**config.mk**
```make
export PLATFORM = sky130hd
export DESIGN_NAME = usif_ctl_host_flat
export DESIGN_NICKNAME = d
export VERILOG_FILES = /design/src/logic/usif_pkg.sv /design/src/logic/usif_link.sv /design/src/logic/usif_ctl_host.sv /design/src/flat_wrapper.sv
export SDC_FILE = /design/constraint.sdc
export NUM_CORES = 1
export LEC_CHECK = 0
export ABC_AREA = 1
export BUFFER_PORTS_ARGS = -buffer_cell sky130_fd_sc_hd__buf_4
export CAP_MARGIN = 40
export CORE_UTILIZATION = 40
export DETAILED_ROUTE_END_ITERATION = 7
export GPL_TIMING_DRIVEN = 0
export HOLD_SLACK_MARGIN = 0.02
export PLACE_DENSITY = 0.67
export RECOVER_POWER = 25
export REMOVE_ABC_BUFFERS = 1
export SLEW_MARGIN = 20
export SYNTH_ARGS = -nofsm -noshare
export SYNTH_HDL_FRONTEND = slang
export SYNTH_SLANG_ARGS = --single-unit
```
**constraint.sdc**
```tcl
create_clock -name clk_sys -period 4.3 [get_ports clk_sys]
set_input_delay 0.645 -clock clk_sys [delete_from_list [all_inputs] [get_ports clk_sys]]
set_output_delay 0.645 -clock clk_sys [all_outputs]
set_load 0.005 [all_outputs]
```
**src/logic/usif_pkg.sv**
```systemverilog
// Functional notes
// - Request line is OR of enabled flags
// - One enable bit per flag position
// - Set flags stay until written zero
// - Writing one forces a flag for debug
// - Bit 7 reads zero; flags reset zero
// - Stall flag sets on sent stall
// - Idle flag after 3 ms idle
// - Transaction flag on done; read status
// - Clearing transaction flag advances status fifo for token transactions only
// - Activity flag on line activity
// - Error flag: read-only OR of enabled errors
// - Activity clear ignored until resynchronised
// - Firmware loops clearing activity after resume
// - Idle until PLL locks when PLL-clocked
// - One activity event per idle period
// - Unmask activity only after idle seen
// - Enables gate only the request line
package usif_pkg;
    // ****************************************
    // Flag register layout
    // ****************************************
    localparam int FLAG_W = 8;
    localparam int B_SOF = 6;
    localparam int B_STALL = 5;
    localparam int B_IDLE = 4;
    localparam int B_TRN = 3;
    localparam int B_ACT = 2;
    localparam int B_ERR = 1;
    localparam int B_RST = 0;
    localparam logic [7:0] FLAG_RESET = 8'h00;
    localparam logic [7:0] FLAG_WMASK = 8'h7D;
    localparam logic [7:0] EN_WMASK = 8'h7F;
    localparam logic [7:0] EN_RESET = 8'h00;
    localparam int ADDR_W = 7;
    localparam logic [6:0] ADDR_RESET = 7'h00;
    // ****************************************
    // Timing
    // ****************************************
    localparam int CLK_HZ = 20_000_000;
    localparam int IDLE_TIME_US = 3000;
    localparam int IDLE_CYCLES = IDLE_TIME_US * (CLK_HZ / 1_000_000);
    localparam int SYNC_CYCLES = 4;
    // ****************************************
    // Controller register map
    // ****************************************
    localparam logic [4:0] OFS_CTRL = 5'h00;
    localparam logic [4:0] OFS_ENABLE = 5'h04;
    localparam logic [4:0] OFS_FLAGS = 5'h08;
    localparam logic [4:0] OFS_EVSTAT = 5'h0C;
    localparam logic [4:0] OFS_EVCLR = 5'h10;
    localparam logic [4:0] OFS_EVEN = 5'h14;
    localparam logic [4:0] OFS_ADDR = 5'h18;
    localparam int CTRL_SUSP = 0;
    localparam int CTRL_PLL = 1;
    localparam logic [1:0] CTRL_RESET = 2'h0;
    localparam int EV_IRQ = 0;
    localparam int EV_RESUMED = 1;
    localparam logic [1:0] EV_RESET = 2'h0;
    localparam logic [1:0] RESP_OKAY = 2'h0;
    localparam logic [1:0] RESP_SLVERR = 2'h2;
    typedef enum logic [1:0] {LP_IDLE, LP_CHECK, LP_CLEAR} usif_loop_e;
endpackage

```
**src/logic/usif_link.sv**
```systemverilog
`timescale 1ns/10ps
interface usif_link;
    logic flagWr;
    logic [7:0] flagWrData;
    logic [7:0] enables;
    logic addrWr;
    logic [6:0] addrWrData;
    logic suspend;
    logic usePll;
    logic [7:0] flags;
    logic [6:0] devAddr;
    logic intReq;
    modport dev (
        input flagWr, flagWrData, enables, addrWr, addrWrData, suspend, usePll,
        output flags, devAddr, intReq
    );
    modport ctl (
        output flagWr, flagWrData, enables, addrWr, addrWrData, suspend, usePll,
        input flags, devAddr, intReq
    );
endinterface

```
**src/logic/usif_ctl_host.sv**
```systemverilog
`timescale 1ns/10ps
module usif_ctl_host (
    // Clock and reset
    input wire logic clk_sys,
    input wire logic rstn,
    // AXI4-Lite write
    input wire logic [4:0] s_axi_awaddr,
    input wire logic s_axi_awvalid,
    output logic s_axi_awready,
    input wire logic [31:0] s_axi_wdata,
    input wire logic [3:0] s_axi_wstrb,
    input wire logic s_axi_wvalid,
    output logic s_axi_wready,
    output logic [1:0] s_axi_bresp,
    output logic s_axi_bvalid,
    input wire logic s_axi_bready,
    // AXI4-Lite read
    input wire logic [4:0] s_axi_araddr,
    input wire logic s_axi_arvalid,
    output logic s_axi_arready,
    output logic [31:0] s_axi_rdata,
    output logic [1:0] s_axi_rresp,
    output logic s_axi_rvalid,
    input wire logic s_axi_rready,
    // Interrupt
    output logic irq,
    // Flag register side
    usif_link.ctl link
);
    import usif_pkg::*;

    // ****************************************
    // State
    // ****************************************
    logic awHeld;
    logic [4:0] awAddr;
    logic wHeld;
    logic [31:0] wData;
    logic [1:0] ctrl;
    logic [7:0] enShadow;
    logic [7:0] enOut;
    logic idleSeen;
    logic [1:0] evStat;
    logic [1:0] evEn;
    logic intReqQ;
    logic flagWr;
    logic [7:0] flagWrData;
    logic addrWr;
    logic [6:0] addrWrData;
    usif_loop_e loopSt;

    // ****************************************
    // Write channel decode
    // ****************************************
    // Either order, answered after both
    wire awTake = s_axi_awvalid && s_axi_awready;
    wire wTake = s_axi_wvalid && s_axi_wready;
    wire haveAw = awHeld || awTake;
    wire haveW = wHeld || wTake;
    wire loopIdle = loopSt == LP_IDLE;
    // Writes wait while the resume loop owns the flag port
    wire doWrite = haveAw && haveW && loopIdle;
    wire [4:0] wa = awHeld ? awAddr : s_axi_awaddr;
    wire [31:0] wd = wHeld ? wData : s_axi_wdata;
    wire wrCtrl = doWrite && wa == OFS_CTRL;
    wire wrEnable = doWrite && wa == OFS_ENABLE;
    wire wrFlags = doWrite && wa == OFS_FLAGS;
    wire wrEvClr = doWrite && wa == OFS_EVCLR;
    wire wrEvEn = doWrite && wa == OFS_EVEN;
    wire wrAddr = doWrite && wa == OFS_ADDR;
    wire wrMapped = wrCtrl || wrEnable || wrFlags || wrEvClr || wrEvEn || wrAddr;
    wire next_awHeld = haveAw && !doWrite;
    wire next_wHeld = haveW && !doWrite;
    wire next_bvalid = doWrite || (s_axi_bvalid && !s_axi_bready);
    wire resumeStart = wrCtrl && ctrl[CTRL_SUSP] && !wd[CTRL_SUSP];

    // ****************************************
    // Resume loop and event logic
    // ****************************************
    // Keep clearing activity until it reads back zero
    wire loopClear = loopSt == LP_CHECK && link.flags[B_ACT];
    wire loopDone = loopSt == LP_CHECK && !link.flags[B_ACT];
    wire [7:0] actOff = ~(8'h01 << B_ACT);
    wire next_flagWr = wrFlags || loopClear;
    wire [7:0] next_flagWrData = loopClear ? (link.flags & actOff) : wd[7:0];
    wire irqRise = link.intReq && !intReqQ;
    wire [1:0] evSet = {loopDone, irqRise};
    wire [1:0] evKeep = wrEvClr ? (evStat & ~wd[1:0]) : evStat;
    wire [1:0] next_evStat = evKeep | evSet;
    wire [1:0] next_evEn = wrEvEn ? wd[1:0] : evEn;
    // Activity unmask is held back until an idle was seen
    wire [7:0] actGate = idleSeen ? 8'hFF : actOff;

    // ****************************************
    // Read decode
    // ****************************************
    wire arTake = s_axi_arvalid && s_axi_arready;
    wire next_rvalid = arTake || (s_axi_rvalid && !s_axi_rready);
    wire [4:0] ra = s_axi_araddr;
    wire rdMapped = ra[1:0] == 2'h0 && ra <= OFS_ADDR;
    wire [31:0] rdVal = ra == OFS_CTRL ? {30'h0, ctrl} :
                        ra == OFS_ENABLE ? {24'h0, enShadow} :
                        ra == OFS_FLAGS ? {24'h0, link.flags} :
                        ra == OFS_EVSTAT ? {30'h0, evStat} :
                        ra == OFS_EVEN ? {30'h0, evEn} :
                        ra == OFS_ADDR ? {25'h0, link.devAddr} : 32'h0;

    // Write channel handshake
    always_ff @(posedge clk_sys or negedge rstn) begin
        if (!rstn) begin
            awHeld <= 1'b0;
            wHeld <= 1'b0;
            awAddr <= 5'h00;
            wData <= 32'h0;
            s_axi_awready <= 1'b0;
            s_axi_wready <= 1'b0;
            s_axi_bvalid <= 1'b0;
            s_axi_bresp <= RESP_OKAY;
        end else begin
            awHeld <= next_awHeld;
            wHeld <= next_wHeld;
            if (awTake) awAddr <= s_axi_awaddr;
            if (wTake) wData <= s_axi_wdata;
            s_axi_awready <= !next_awHeld && !next_bvalid;
            s_axi_wready <= !next_wHeld && !next_bvalid;
            s_axi_bvalid <= next_bvalid;
            if (doWrite) s_axi_bresp <= wrMapped ? RESP_OKAY : RESP_SLVERR;
        end
    end

    // Read channel handshake
    always_ff @(posedge clk_sys or negedge rstn) begin
        if (!rstn) begin
            s_axi_arready <= 1'b0;
            s_axi_rvalid <= 1'b0;
            s_axi_rdata <= 32'h0;
            s_axi_rresp <= RESP_OKAY;
        end else begin
            s_axi_arready <= !next_rvalid;
            s_axi_rvalid <= next_rvalid;
            if (arTake) s_axi_rdata <= rdVal;
            if (arTake) s_axi_rresp <= rdMapped ? RESP_OKAY : RESP_SLVERR;
        end
    end

    // Controls and strobes to the flag register
    always_ff @(posedge clk_sys or negedge rstn) begin
        if (!rstn) begin
            ctrl <= CTRL_RESET;
            enShadow <= EN_RESET;
            enOut <= EN_RESET;
            idleSeen <= 1'b0;
            flagWr <= 1'b0;
            flagWrData <= 8'h00;
            addrWr <= 1'b0;
            addrWrData <= ADDR_RESET;
        end else begin
            if (wrCtrl) ctrl <= wd[1:0];
            if (wrEnable) enShadow <= wd[7:0] & EN_WMASK;
            if (link.flags[B_IDLE]) idleSeen <= 1'b1;
            enOut <= enShadow & actGate;
            flagWr <= next_flagWr;
            flagWrData <= next_flagWrData;
            addrWr <= wrAddr;
            if (wrAddr) addrWrData <= wd[6:0];
        end
    end

    // Resume loop: check one cycle after each clear
    always_ff @(posedge clk_sys or negedge rstn) begin
        if (!rstn) begin
            loopSt <= LP_IDLE;
        end else begin
            case (loopSt)
                LP_IDLE: if (resumeStart) loopSt <= LP_CHECK;
                LP_CHECK: loopSt <= link.flags[B_ACT] ? LP_CLEAR : LP_IDLE;
                LP_CLEAR: loopSt <= LP_CHECK;
                default: loopSt <= LP_IDLE;
            endcase
        end
    end

    // Sticky events, set wins over clear
    always_ff @(posedge clk_sys or negedge rstn) begin
        if (!rstn) begin
            evStat <= EV_RESET;
            evEn <= EV_RESET;
            intReqQ <= 1'b0;
            irq <= 1'b0;
        end else begin
            evStat <= next_evStat;
            evEn <= next_evEn;
            intReqQ <= link.intReq;
            irq <= |(next_evStat & next_evEn);
        end
    end

    assign link.flagWr = flagWr;
    assign link.flagWrData = flagWrData;
    assign link.enables = enOut;
    assign link.addrWr = addrWr;
    assign link.addrWrData = addrWrData;
    assign link.suspend = ctrl[CTRL_SUSP];
    assign link.usePll = ctrl[CTRL_PLL];
endmodule

```
**src/flat_wrapper.sv**
```systemverilog
// flat-port wrapper written by rule: the top's interface ports become plain ports
module usif_ctl_host_flat import usif_pkg::*;
  (clk_sys, rstn, s_axi_awaddr, s_axi_awvalid, s_axi_awready, s_axi_wdata, s_axi_wstrb, s_axi_wvalid, s_axi_wready, s_axi_bresp, s_axi_bvalid, s_axi_bready, s_axi_araddr, s_axi_arvalid, s_axi_arready, s_axi_rdata, s_axi_rresp, s_axi_rvalid, s_axi_rready, irq, link_flagWr, link_flagWrData, link_enables, link_addrWr, link_addrWrData, link_suspend, link_usePll, link_flags, link_devAddr, link_intReq);
  usif_link link_i ();
  input wire logic clk_sys;
  input wire logic rstn;
  input wire logic [4:0] s_axi_awaddr;
  input wire logic s_axi_awvalid;
  output logic s_axi_awready;
  input wire logic [31:0] s_axi_wdata;
  input wire logic [3:0] s_axi_wstrb;
  input wire logic s_axi_wvalid;
  output logic s_axi_wready;
  output logic [1:0] s_axi_bresp;
  output logic s_axi_bvalid;
  input wire logic s_axi_bready;
  input wire logic [4:0] s_axi_araddr;
  input wire logic s_axi_arvalid;
  output logic s_axi_arready;
  output logic [31:0] s_axi_rdata;
  output logic [1:0] s_axi_rresp;
  output logic s_axi_rvalid;
  input wire logic s_axi_rready;
  output logic irq;
  output wire logic [$bits(link_i.flagWr)-1:0] link_flagWr;
  output wire logic [$bits(link_i.flagWrData)-1:0] link_flagWrData;
  output wire logic [$bits(link_i.enables)-1:0] link_enables;
  output wire logic [$bits(link_i.addrWr)-1:0] link_addrWr;
  output wire logic [$bits(link_i.addrWrData)-1:0] link_addrWrData;
  output wire logic [$bits(link_i.suspend)-1:0] link_suspend;
  output wire logic [$bits(link_i.usePll)-1:0] link_usePll;
  input wire logic [$bits(link_i.flags)-1:0] link_flags;
  input wire logic [$bits(link_i.devAddr)-1:0] link_devAddr;
  input wire logic [$bits(link_i.intReq)-1:0] link_intReq;
  assign link_flagWr = link_i.flagWr;
  assign link_flagWrData = link_i.flagWrData;
  assign link_enables = link_i.enables;
  assign link_addrWr = link_i.addrWr;
  assign link_addrWrData = link_i.addrWrData;
  assign link_suspend = link_i.suspend;
  assign link_usePll = link_i.usePll;
  assign link_i.flags = link_flags;
  assign link_i.devAddr = link_devAddr;
  assign link_i.intReq = link_intReq;
  usif_ctl_host u_core (.clk_sys(clk_sys), .rstn(rstn), .s_axi_awaddr(s_axi_awaddr), .s_axi_awvalid(s_axi_awvalid), .s_axi_awready(s_axi_awready), .s_axi_wdata(s_axi_wdata), .s_axi_wstrb(s_axi_wstrb), .s_axi_wvalid(s_axi_wvalid), .s_axi_wready(s_axi_wready), .s_axi_bresp(s_axi_bresp), .s_axi_bvalid(s_axi_bvalid), .s_axi_bready(s_axi_bready), .s_axi_araddr(s_axi_araddr), .s_axi_arvalid(s_axi_arvalid), .s_axi_arready(s_axi_arready), .s_axi_rdata(s_axi_rdata), .s_axi_rresp(s_axi_rresp), .s_axi_rvalid(s_axi_rvalid), .s_axi_rready(s_axi_rready), .irq(irq), .link(link_i));
endmodule
```
==> impl_summary.md, run 1 <==
Final layout
0 antenna diodes ended up in the layout. For this run, the share of the core covered by cells in the final layout is 0.520. In the final layout, flip-flops and latches occupy 1800 sq um. Counting the fill cells in the layout gives 782. Relative to the synthesized area, the layout overhead comes to 25.8%. The fraction of final layout cells sized beyond drive strength 1 is 0.291. The library cells used most frequently in the layout, excluding fill and tap cells, are nand2_1, buf_4, dfrtp_1, inv_1, conb_1.

The commonest non-fill, non-tap cell in the layout is nand2_1. The net count reported at finish is 545. For this run, the number of standard cells in the final layout without fillers is 586. Summing all multi-input logic gate instances after layout gives 1240 sq um.

Logic synthesis
The most instantiated flip-flop cell in the synthesis netlist is dfrtp_1. For this run, asynchronously set or reset flops after synthesis account for 1.00. The share of the Yosys chip area taken by registers is 0.533. After synthesis, the netlist uses 29 different library cells. During synthesis, Yosys emitted a total of 0 warnings.

The synthesized design contains 0 enable-type register cells. Counting every instance in the synthesized netlist gives 391. The mapped netlist covers 3380 sq um. The largest area contributor in the synthesized netlist is dfrtp_1.

After synthesis, the mean cell area works out to 8.64 sq um. The post-synthesis share of cell area spent on and, or, nand and nor gates is 0.251. Of the total synthesized cell area, the portion taken by full adders, half adders and majority gates is 0. The synthesized design contains 72 register bits. The multiplexer share of the synthesized area is 0.00333. By area the synthesized netlist is led by dfrtp_1, nand2_1, buf_4. The compound-cell area share of the yosys netlist is 0.0818. By area, the combinational part of the netlist is dominated by simple AND/OR/NAND/NOR gates.

Of the post-synthesis cell area, the dominant cell type holds 0.533. Of the total synthesized cell area, the portion taken by XOR and XNOR cells is 0.

Floorplan
In this run the standard cell core region covers 8180 sq um. For this design the top-level I/O count stands at 138. The die area is 8820 sq um. The starting density of the core is 0.413. In this run the core area contains 33 standard-cell rows. The vertical extent of the die is 93.9 um.

The width of the die is 93.9 um.

Placed design
The detailed-placement wirelength estimate is 5330 um. The congestion estimate from routability-driven global placement came to 0.825. The number of buffers inserted by port buffering is 82. The worst-case setup slack after placement is 2.33 ns. After detailed placement, the design holds a cell count of 570.

GRT
Entering global routing, the biggest net connects 55 pins. The wire length of the first global-routing pass is 11,500 um. For this run, the total global-route usage over all layers was measured as 0.172. The overall overflow remaining after global route is 0.

The number of global-route vias before repair is 2,443. The number of antenna violations at the first check in global routing is 0.

Route
The first detailed-routing pass took 5 iterations. Dividing the detail-routed wire length by the instance count gives 11.8 um. Summed over all layers, the routed wires come to 6890 um.

After the first detailed-routing iteration, the DRC count stood at 138. In the routed design, unresolved DRC markers number 0. The post-detailed-route via-to-cell ratio is 4.49.

The total via count in the routed design is 2,631. The post-detailed-route count of antenna-violating nets is 0.

STA
In this run the tightest slew margin relative to its limit is 0.229. Setup repair after global routing left no endpoint under its margin. The fraction of the cycle the final worst path needs is 0.387.

The final count of hold timing violations was 0. The minimum clock period after layout is 1.66 ns. The clock skew is 0.00956 ns. The summed negative setup slack over all endpoints is 0 ns. The total count of max-transition violations in the final report is 0. For the pin with the worst max-slew slack, the measured transition is 1.16 ns. Static timing analysis puts the maximum clock frequency at 601 MHz.

Setup violations remaining at the end of the flow were counted as 0. Setup slack closes at 2.64 ns.

Clock tree
The clock sink count is 72. The number of H-tree branching levels is 3. Clock latency on the worst-skew pair, taken at its later pin, is 0.34 ns. In this run the clock root is driven by a clkbuf_8. Hold repair after CTS inserted 0 buffers. Counting the buffers created by CTS gives 9. In this run the post-CTS setup repair buffer count came out at 0. The number of gates resized after CTS was 0. The number of buffers between clock root and the deepest sink is 2.

TritonCTS built the clock tree. The clock-pin slew on the worst setup and hold paths is 0.07 ns.

Power
In this run the power density over the cells is 582 nW/um^2. The design draws 2.47 mW. Summed over all cells, the static leakage comes to 2.26 nW. IR analysis of the VDD net gives a maximum drop of 0.000245 V.

Critical path
The cell count of the worst reg-to-reg path is 9. The cell class contributing the biggest share of worst-path delay is simple AND/OR/NAND/NOR gates. The slowest stage of the critical path belongs to the cell dfrtp_1. The critical path crosses 9 cells after its start point. The number of buffers and inverters on the critical path is 2. For the worst setup path, the data arrival time is 1.87 ns.

STA classifies the critical path startpoint as a register. The signal on the critical path passes through inv_2, nand2_2, nand2_2, nor2_4, nand2_2, nor2_4, inv_2, nand2_1, o21ai_2. The biggest fanout along the worst timing path is 14. For the worst setup path, the data required time is 4.51 ns. On the worst path, the slowest cell contributes a delay of 0.57 ns. The setup slack of the worst register-to-register path is 2.64 ns. The class of the most critical setup path is register to register. The source of the worst register-to-register timing path is u_core.wHeld$_DFF_PN0_. The destination of the worst register-to-register timing path is u_core.enShadow[2]$_DFFE_PN0P_. The cell seen most often among critical-path stages is nand2_2. The worst setup path is captured at a register.

Worst hold path
The kind of path behind the tightest hold check is register to register. Along the worst hold path, the cell count comes to 0. The worst hold path begins at u_core.enShadow[4]$_DFFE_PN0P_. The worst hold path terminates at u_core.link.enables[4]$_DFF_PN0_.

Run status
The flow ran to the end, and the final reports show no timing, DRC or antenna violations.

Run
Across the run, the number of max-cap violations was 0.
==> flip-flops by register name (all words and copies together) (netlist names), 2 cells and up <==
name	cells
u_core.loopSt	2
u_core.enShadow	7
u_core.wData	8
u_core.link.addrWrData	7
u_core.ctrl	2
u_core.evEn	2
u_core.awAddr	5
u_core.link.enables	7
u_core.evStat	2
u_core.s_axi_rdata	8
u_core.link.flagWrData	8
==> Yosys cell counts (all sizes together) (3+ instances only) <==
library cell,n
nor2,30
or2,3
inv,47
clkbuf,3
dfrtp,72
buf,32
nand2,127
nand4,9
a21oi,6
o21ai,41
nand3,14
==> report_power, final <==
group / switching [mW] / internal, mW / leakage, nW
logic: 0.393 / 0.344 / 1.22
registers: 0.150 / 0.920 / 0.915
clock network: 0.249 / 0.416 / 0.126
==> per-stage QoR <==
step	hold slack (ns)	area [sq um]
2_1_floorplan	0.349	3230
4_1_cts	0.168	4250
6_report	0.406	4250
3_3_place_gp	0.388	3970
5_1_grt	0.419	4250
3_5_place_dp	0.382	4000
==> worst max-delay path by stage <==
stage / from / to / slack [ns]
2_1_floorplan: s_axi_awvalid / u_core.enShadow[2]$_DFFE_PN0P_ / 2.64
3_3_place_gp: s_axi_wvalid / u_core.enShadow[2]$_DFFE_PN0P_ / 2.39
3_5_place_dp: s_axi_awvalid / u_core.enShadow[2]$_DFFE_PN0P_ / 2.33
4_1_cts: u_core.wHeld$_DFF_PN0_ / u_core.enShadow[2]$_DFFE_PN0P_ / 2.60
5_1_grt: u_core.wHeld$_DFF_PN0_ / u_core.enShadow[2]$_DFFE_PN0P_ / 2.45
6_report: u_core.wHeld$_DFF_PN0_ / u_core.enShadow[2]$_DFFE_PN0P_ / 2.64
==> per-layer routing <==
metal / vias to the layer above / GRT usage / wire length, um
met2: 83 / 0.262 / 3170
met3: 13 / 0.0396 / 394
li1: 1339 / - / -
met4: 0 / 0.0821 / 132
met5: - / 0 / 0
met1: 1196 / 0.229 / 3190
==> cells by family (layout without fill, tap and decap cells) <==
family | after synthesis | count (layout)
multiplexers | 1 | 1
other | 1 | 27
AO/OA/AOI/OAI | 49 | 49
buffers and inverters | 83 | 147
AND/OR/NAND/NOR | 185 | 185
flip-flops | 72 | 72
==> area by class of cell <==
cell class | instances | share of cell area
clock buffers | 11 | 0.0356
clock inverters | 5 | 0.0241
inverters | 48 | 0.0436
multi-input cells | 262 | 0.291
flip-flops and latches | 72 | 0.424
well taps | 105 | 0.0309
repair buffers | 83 | 0.150
Note: power is estimated with default switching activity, not from simulation.
==> run 2: changes to the inputs <==
- PLACE_DENSITY: 0.67 -> 0.7
- clock period: 4.3 -> 1.4 ns (I/O delays scaled with it)
==> impl_summary.md, run 2 (synthesis gave the netlist of run 1 again) <==
Clock tree
Counting the buffers created by CTS gives 9. TritonCTS built the clock tree. The clock-pin slew on the worst setup and hold paths is 0.08 ns. In this run the clock root is driven by a clkbuf_8. Counting along the longest clock path gives a buffer depth of 2. The clock reaches the later pin of the worst-skew pair after 0.34 ns. CTS built an H-tree with a depth of 3. The clock net in this run drives a total of 72 sinks.

Route
The number of detailed-routing iterations run before antenna repair is 4. The post-detailed-routing wire length is 7300 um. After detailed routing, the number of remaining DRC violations is 0. After detailed routing, the number of vias per cell comes to 4.47. The detail route stage leaves a number of antenna-violating nets equal to 0. The number of DRC markers after the initial detailed-route iteration is 117.

In the final routed layout, each cell accounts on average for 12.0 um. The total via count in the routed design is 2,709.

STA
Across all setup checks in the final design, the least slack found is -0.151 ns. Setup repair after global routing could not meet its margin everywhere. Setup violations remaining at the end of the flow were counted as 19. Measured against its own limit, the worst slew margin works out to 0.389. For the final database, setup skew stands at 0.00899 ns.

In the finished design, the share of the clock period the worst path needs comes to 1.11. The final count of hold timing violations is 0. The fmax is 645 MHz. At the pin with the least slew margin, the transition time is 0.916 ns. The total count of max-transition violations in the final report is 0. Counting I/O delays and the setup requirement, the final critical path takes 1.55 ns.

Run status
The checks that failed: negative setup slack. The flow ran to the end, but the final reports show violations.

Critical path
The critical path is of the register to register type. The biggest fanout along the worst timing path is 7. The source of the worst register-to-register timing path is u_core.awHeld$_DFF_PN0_. The data required time at the worst endpoint is 1.60 ns. Tracing the worst setup path back leads to its startpoint at u_core.awHeld$_DFF_PN0_. STA classifies the critical path endpoint as a register. STA classifies the critical path startpoint as a register.

The arrival time of data at the critical path endpoint is 1.76 ns.

GRT
The number of global-route vias before repair was 2,459. Entering global routing, the biggest net connects 38 pins. The number of antenna violations at the first check in global routing came to 0. The first global-routing pass estimated 11,400 um of wire.

The overall overflow remaining after global route is 0. For this run, the total global-route usage over all layers was measured as 0.168.

Final layout
0 antenna diodes ended up in the layout. In the final layout, the registers with the most flip-flops are u_core.link.flagWrData: 8 flops, u_core.s_axi_rdata: 8 flops, u_core.wData: 8 flops. The commonest non-fill, non-tap cell in the layout is nand2_1. The layout-stage area growth over the synthesis result is 33.1%. Once layout is complete, the utilization of the core stands at 0.550. In the final design database the tool counted 565 nets. Of the cells placed in the final design, the portion with a size suffix greater than 1 is 0.355. Leaving out fill and tap cells, the most frequent cells in the layout are nand2_1, buf_4, dfrtp_1, inv_1, conb_1.

Floorplan
The initial utilization of the core area, before any placement, comes to 0.413. The die is 93.9 um wide. The number of placed I/O pins is 138.

The vertical extent of the die is 93.9 um. The core outline area is 8180 sq um. The floorplan has 33 rows. The die covers 8820 sq um.

Power
Across the VDD grid, the largest voltage drop is 0.000929 V. Power comes to 7.78 mW. The power per cell area is 1730 nW/um^2. For this design the static power due to leakage is 2.39 nW.

Run
The max-capacitance violation count is 0.

Placed design
At the end of routability-driven placement, the weighted congestion stood at 0.835. The worst-case setup slack after placement is -0.249 ns. During placement, the flow inserted port buffers numbering 82. The wire-length estimate of the detail-placed layout is 5230 um.

Worst hold path
The critical hold path startpoint is link_flags[4]. The path class of the tightest hold or removal check is input pin to register.
run 2: path summary, 6_finish.rpt:
| check | depth (start not counted) | end | slack [ns] |
|---|---|---|---|
| max | 11 | u_core.enShadow[2]$_DFFE_PN0P_ | -0.15 |
| min | 2 | u_core.idleSeen$_DFFE_PN0P_ | 0.1 |
| max reg2reg | 11 | u_core.enShadow[2]$_DFFE_PN0P_ | -0.15 |
| min reg2reg | 0 | u_core.link.enables[0]$_DFF_PN0_ | 0.42 |
| max in group asynchronous | 3 | u_core.wHeld$_DFF_PN0_ | 0.15 |
| min in group asynchronous | 2 | u_core.s_axi_arready$_DFF_PN0_ | 0.54 |
run 2: layout make-up:
class / count / area [sq um]
clock inverter: 4 / 76.3
timing repair buffer: 101 / 791
tap: 105 / 131
timing repair inverter: 1 / 6.26
inverter: 48 / 198
multi-input combinational: 263 / 1340
sequential: 72 / 1800
clock buffer: 12 / 155
fill: 780 / 3680
run 2: metal layers:
metal	GRT usage	wire length, um	vias to the layer above
met5	0	0	-
met1	0.227	3310	1249
li1	-	-	1374
met4	0.0615	22	0
met3	0.0332	406	2
met2	0.267	3560	84
run 2: repair_timing:
item | 4_1_cts | 5_1_grt
pin swaps | 0 | 8
setup buffers | 6 | 10
gates resized for setup | 8 | 30
hold buffers | 2 | 0
hold endpoints to repair | 37 | 0
setup endpoints to repair | 26 | 32
cloned | 0 | 2
run 2: power by group:
group          internal (mW)  switching (mW)  total, mW
combinational           1.27            1.38       2.65
sequential              2.83           0.419       3.25
clock                   1.11           0.770       1.88
total                   5.20            2.57       7.78
run 2: per-stage QoR:
step	instance area [sq um]	hold WS, ns	cells	setup TNS (ns)
2_1_floorplan	3230	-0.0856	382	-0.0849
3_3_place_gp	3970	0.331	569	-3.59
3_5_place_dp	3990	0.199	570	-4.26
4_1_cts	4320	0.0855	594	-0.871
5_1_grt	4500	0.0899	606	-4.55
6_report	4500	0.0968	606	-1.69
run 2: worst max-delay path: stages (launching register included):
cell and delay (ns):
dfrtp_2 0.43, buf_12 0.14, inv_6 0.06, nand2_2 0.05, nand2_4 0.08, nand2_2 0.06
nor2_4 0.15, inv_2 0.06, nor2_4 0.14, clkinv_4 0.12, nand2_4 0.07, o21ai_2 0.04
==> run 3: changes to the inputs <==
- CTS_BUF_LIST: unset -> sky130_fd_sc_hd__clkbuf_8
- SETUP_SLACK_MARGIN: unset -> 0.2
==> impl_summary.md, run 3 (synthesis gave the netlist of run 1 again) <==
Critical path
The data required time at the worst endpoint is 1.62 ns. The setup slack of the worst register-to-register path is -0.16 ns. The sort of element at the end of the critical path is a register. The arrival time of data at the critical path endpoint is 1.79 ns. STA classifies the critical path startpoint as a register. Along the worst path, the maximum fanout reaches 7.

By startpoint and endpoint, the worst setup path is classified as register to register.

Final layout
The largest registers in the layout are u_core.link.flagWrData: 8 flops, u_core.s_axi_rdata: 8 flops, u_core.wData: 8 flops. The layout-stage area growth over the synthesis result is 33.5%. Leaving out fill and tap cells, the most frequent cell in the layout is nand2_1. The top cell types in the final layout, fill and taps aside, are nand2_1, buf_4, dfrtp_1, inv_1, conb_1. The net count reported at finish is 562.

The antenna diode count is 0. The fraction of final layout cells sized beyond drive strength 1 is 0.365. The total non-filler cell area in the finished layout is 4510 sq um.

Placed design
Timing analysis after detailed placement gives a worst setup slack of -0.249 ns. The post-place instance area is 3990 sq um. The placer congestion estimate is 0.835. The detailed-placement wirelength estimate is 5230 um. The number of buffers inserted by port buffering is 82.

STA
The clock skew is 0.00880 ns. For this run, the top clock speed supported by timing is 640 MHz. The routed design could run at a clock period as short as 1.56 ns. Of the available clock period, the critical path in the final layout requires 1.12.

Setup violations remaining at the end of the flow were counted as 18. Once routing completed, OpenROAD measured the worst setup slack at -0.162 ns. At the pin with the least slew margin, the transition time is 0.924 ns.

The worst hold slack is 0.101 ns. The total count of max-transition violations in the final report is 0. Headroom to the max-slew limit came out at 0.384. Setup repair after global routing could not meet its margin everywhere. The summed negative setup slack over all endpoints is -1.49 ns. The final count of hold timing violations was 0.

GRT
The combined global-route utilization of all metal layers is 0.168. The number of global-route vias before repair is 2,478. The overall overflow remaining after global route is 0.

The number of antenna violations at the first check in global routing came to 0. Entering global routing, the biggest net connects 38 pins. The wire length of the first global-routing pass is 11,400 um.

Floorplan
The region available for standard cell placement spans 8180 sq um. The initial utilization of the core area, before any placement, comes to 0.413. The number of placed I/O pins is 138.

The total number of placement rows is 33. The width of the die is 93.9 um. The die area is 8820 sq um.

Measured along the y axis, the die boundary spans 93.9 um.

Power
The total design power is 7.80 mW. Dividing total power by cell area gives a power density of 1730 nW/um^2. The leakage power is 2.39 nW.

Across the VDD grid, the largest voltage drop is 0.000953 V.

Route
Across all layers, the routed design uses 2,707 vias. The number of DRC markers after the initial detailed-route iteration is 103. The first detailed-routing pass took 4 iterations. In the final routed layout, each cell accounts on average for 11.9 um.

The post-detailed-route via-to-cell ratio is 4.49. The post-detailed-routing wire length is 7200 um. After detailed routing, the number of remaining DRC violations is 0. The post-detailed-route count of antenna-violating nets is 0.

Run status
The final reports fail on negative setup slack. The run finished, with violations left.

Clock tree
Counting every sink on the clock net gives 72. The clock passes through at most 2 buffers. The source-to-sink clock delay at the later pin of the worst-skew pair is 0.34 ns.

In this run the clock root is driven by a clkbuf_8. The H-tree was split into 3 levels. The clock-pin slew on the worst setup and hold paths is 0.08 ns. The CTS tree is built. In this run, CTS created clock tree buffers numbering 9.

Run
Across the run, the number of max-cap violations was 0.

Worst hold path
In this run the worst hold path is classified as input pin to register.
[run 3: cell types whose count changed in the layout (fill, tap and decap cells not counted), sizes merged]
cell	delta
nand2	-1
inv	+2
clkinvlp	-1
clkbuf	-1
buf	-2
[run 3: worst paths after layout]
path	from	to	depth (start not counted)
hold reg to reg	u_core.enShadow[4]$_DFFE_PN0P_	u_core.link.enables[4]$_DFF_PN0_	0
hold / removal	link_flags[3]	u_core.link.flagWrData[3]$_DFF_PN0_	3
min in group asynchronous	rstn	u_core.s_axi_arready$_DFF_PN0_	2
max in group asynchronous	rstn	u_core.wHeld$_DFF_PN0_	3
setup reg to reg	u_core.awHeld$_DFF_PN0_	u_core.enShadow[0]$_DFFE_PN0P_	11
setup / recovery	u_core.awHeld$_DFF_PN0_	u_core.enShadow[0]$_DFFE_PN0P_	11
[run 3: through the flow]
step | util | cells
after floorplan | - | 382
after global placement | 0.486 | 569
after detailed placement | 0.488 | 570
after CTS | 0.532 | 596
after global routing | 0.552 | 603
final | 0.552 | 603
[run 3: what timing repair did]
action	4_1_cts	5_1_grt
gates resized for setup	15	41
buffers inserted	8	6
endpoints found under the setup margin	40	39
pin swaps	0	6
hold endpoints to repair	37	0
gates cloned	0	1
hold buffers	2	0
[run 3: where the power goes]
group	internal [mW]	total, mW	switching [mW]
combinational	1.27	2.67	1.40
clock	1.10	1.87	0.770
sequential	2.83	3.26	0.430
[run 3: critical path, cell delays in order (launching register included)]
cell and delay [ns]:
dfrtp_2 0.43, buf_12 0.14, inv_6 0.06, nand2_2 0.06, nand2_4 0.07, nand2_2 0.07, nor2_4 0.15, inv_2 0.06
nor2_4 0.15, clkinv_4 0.13, nand2_1 0.09, o21ai_2 0.05
[run 3: final cells by class]
| cell class | count | area (sq um) |
|---|---|---|
| inverter | 48 | 196 |
| clock buffer | 11 | 151 |
| timing repair buffer | 99 | 776 |
| fill | 771 | 3660 |
| timing repair inverter | 1 | 6.26 |
| tap | 105 | 131 |
| clock inverter | 5 | 80.1 |
| sequential | 72 | 1800 |
| multi-input combinational | 262 | 1370 |
[run 3: layer usage]
layer | part of all wire | wire length [um] | vias to the layer above | track usage
li1 | - | - | 1368 | -
met3 | 0.060 | 430 | 4 | 0.0332
met4 | 0.0046 | 33 | 0 | 0.0615
met5 | 0 | 0 | - | 0
met1 | 0.45 | 3270 | 1248 | 0.227
met2 | 0.48 | 3470 | 87 | 0.268
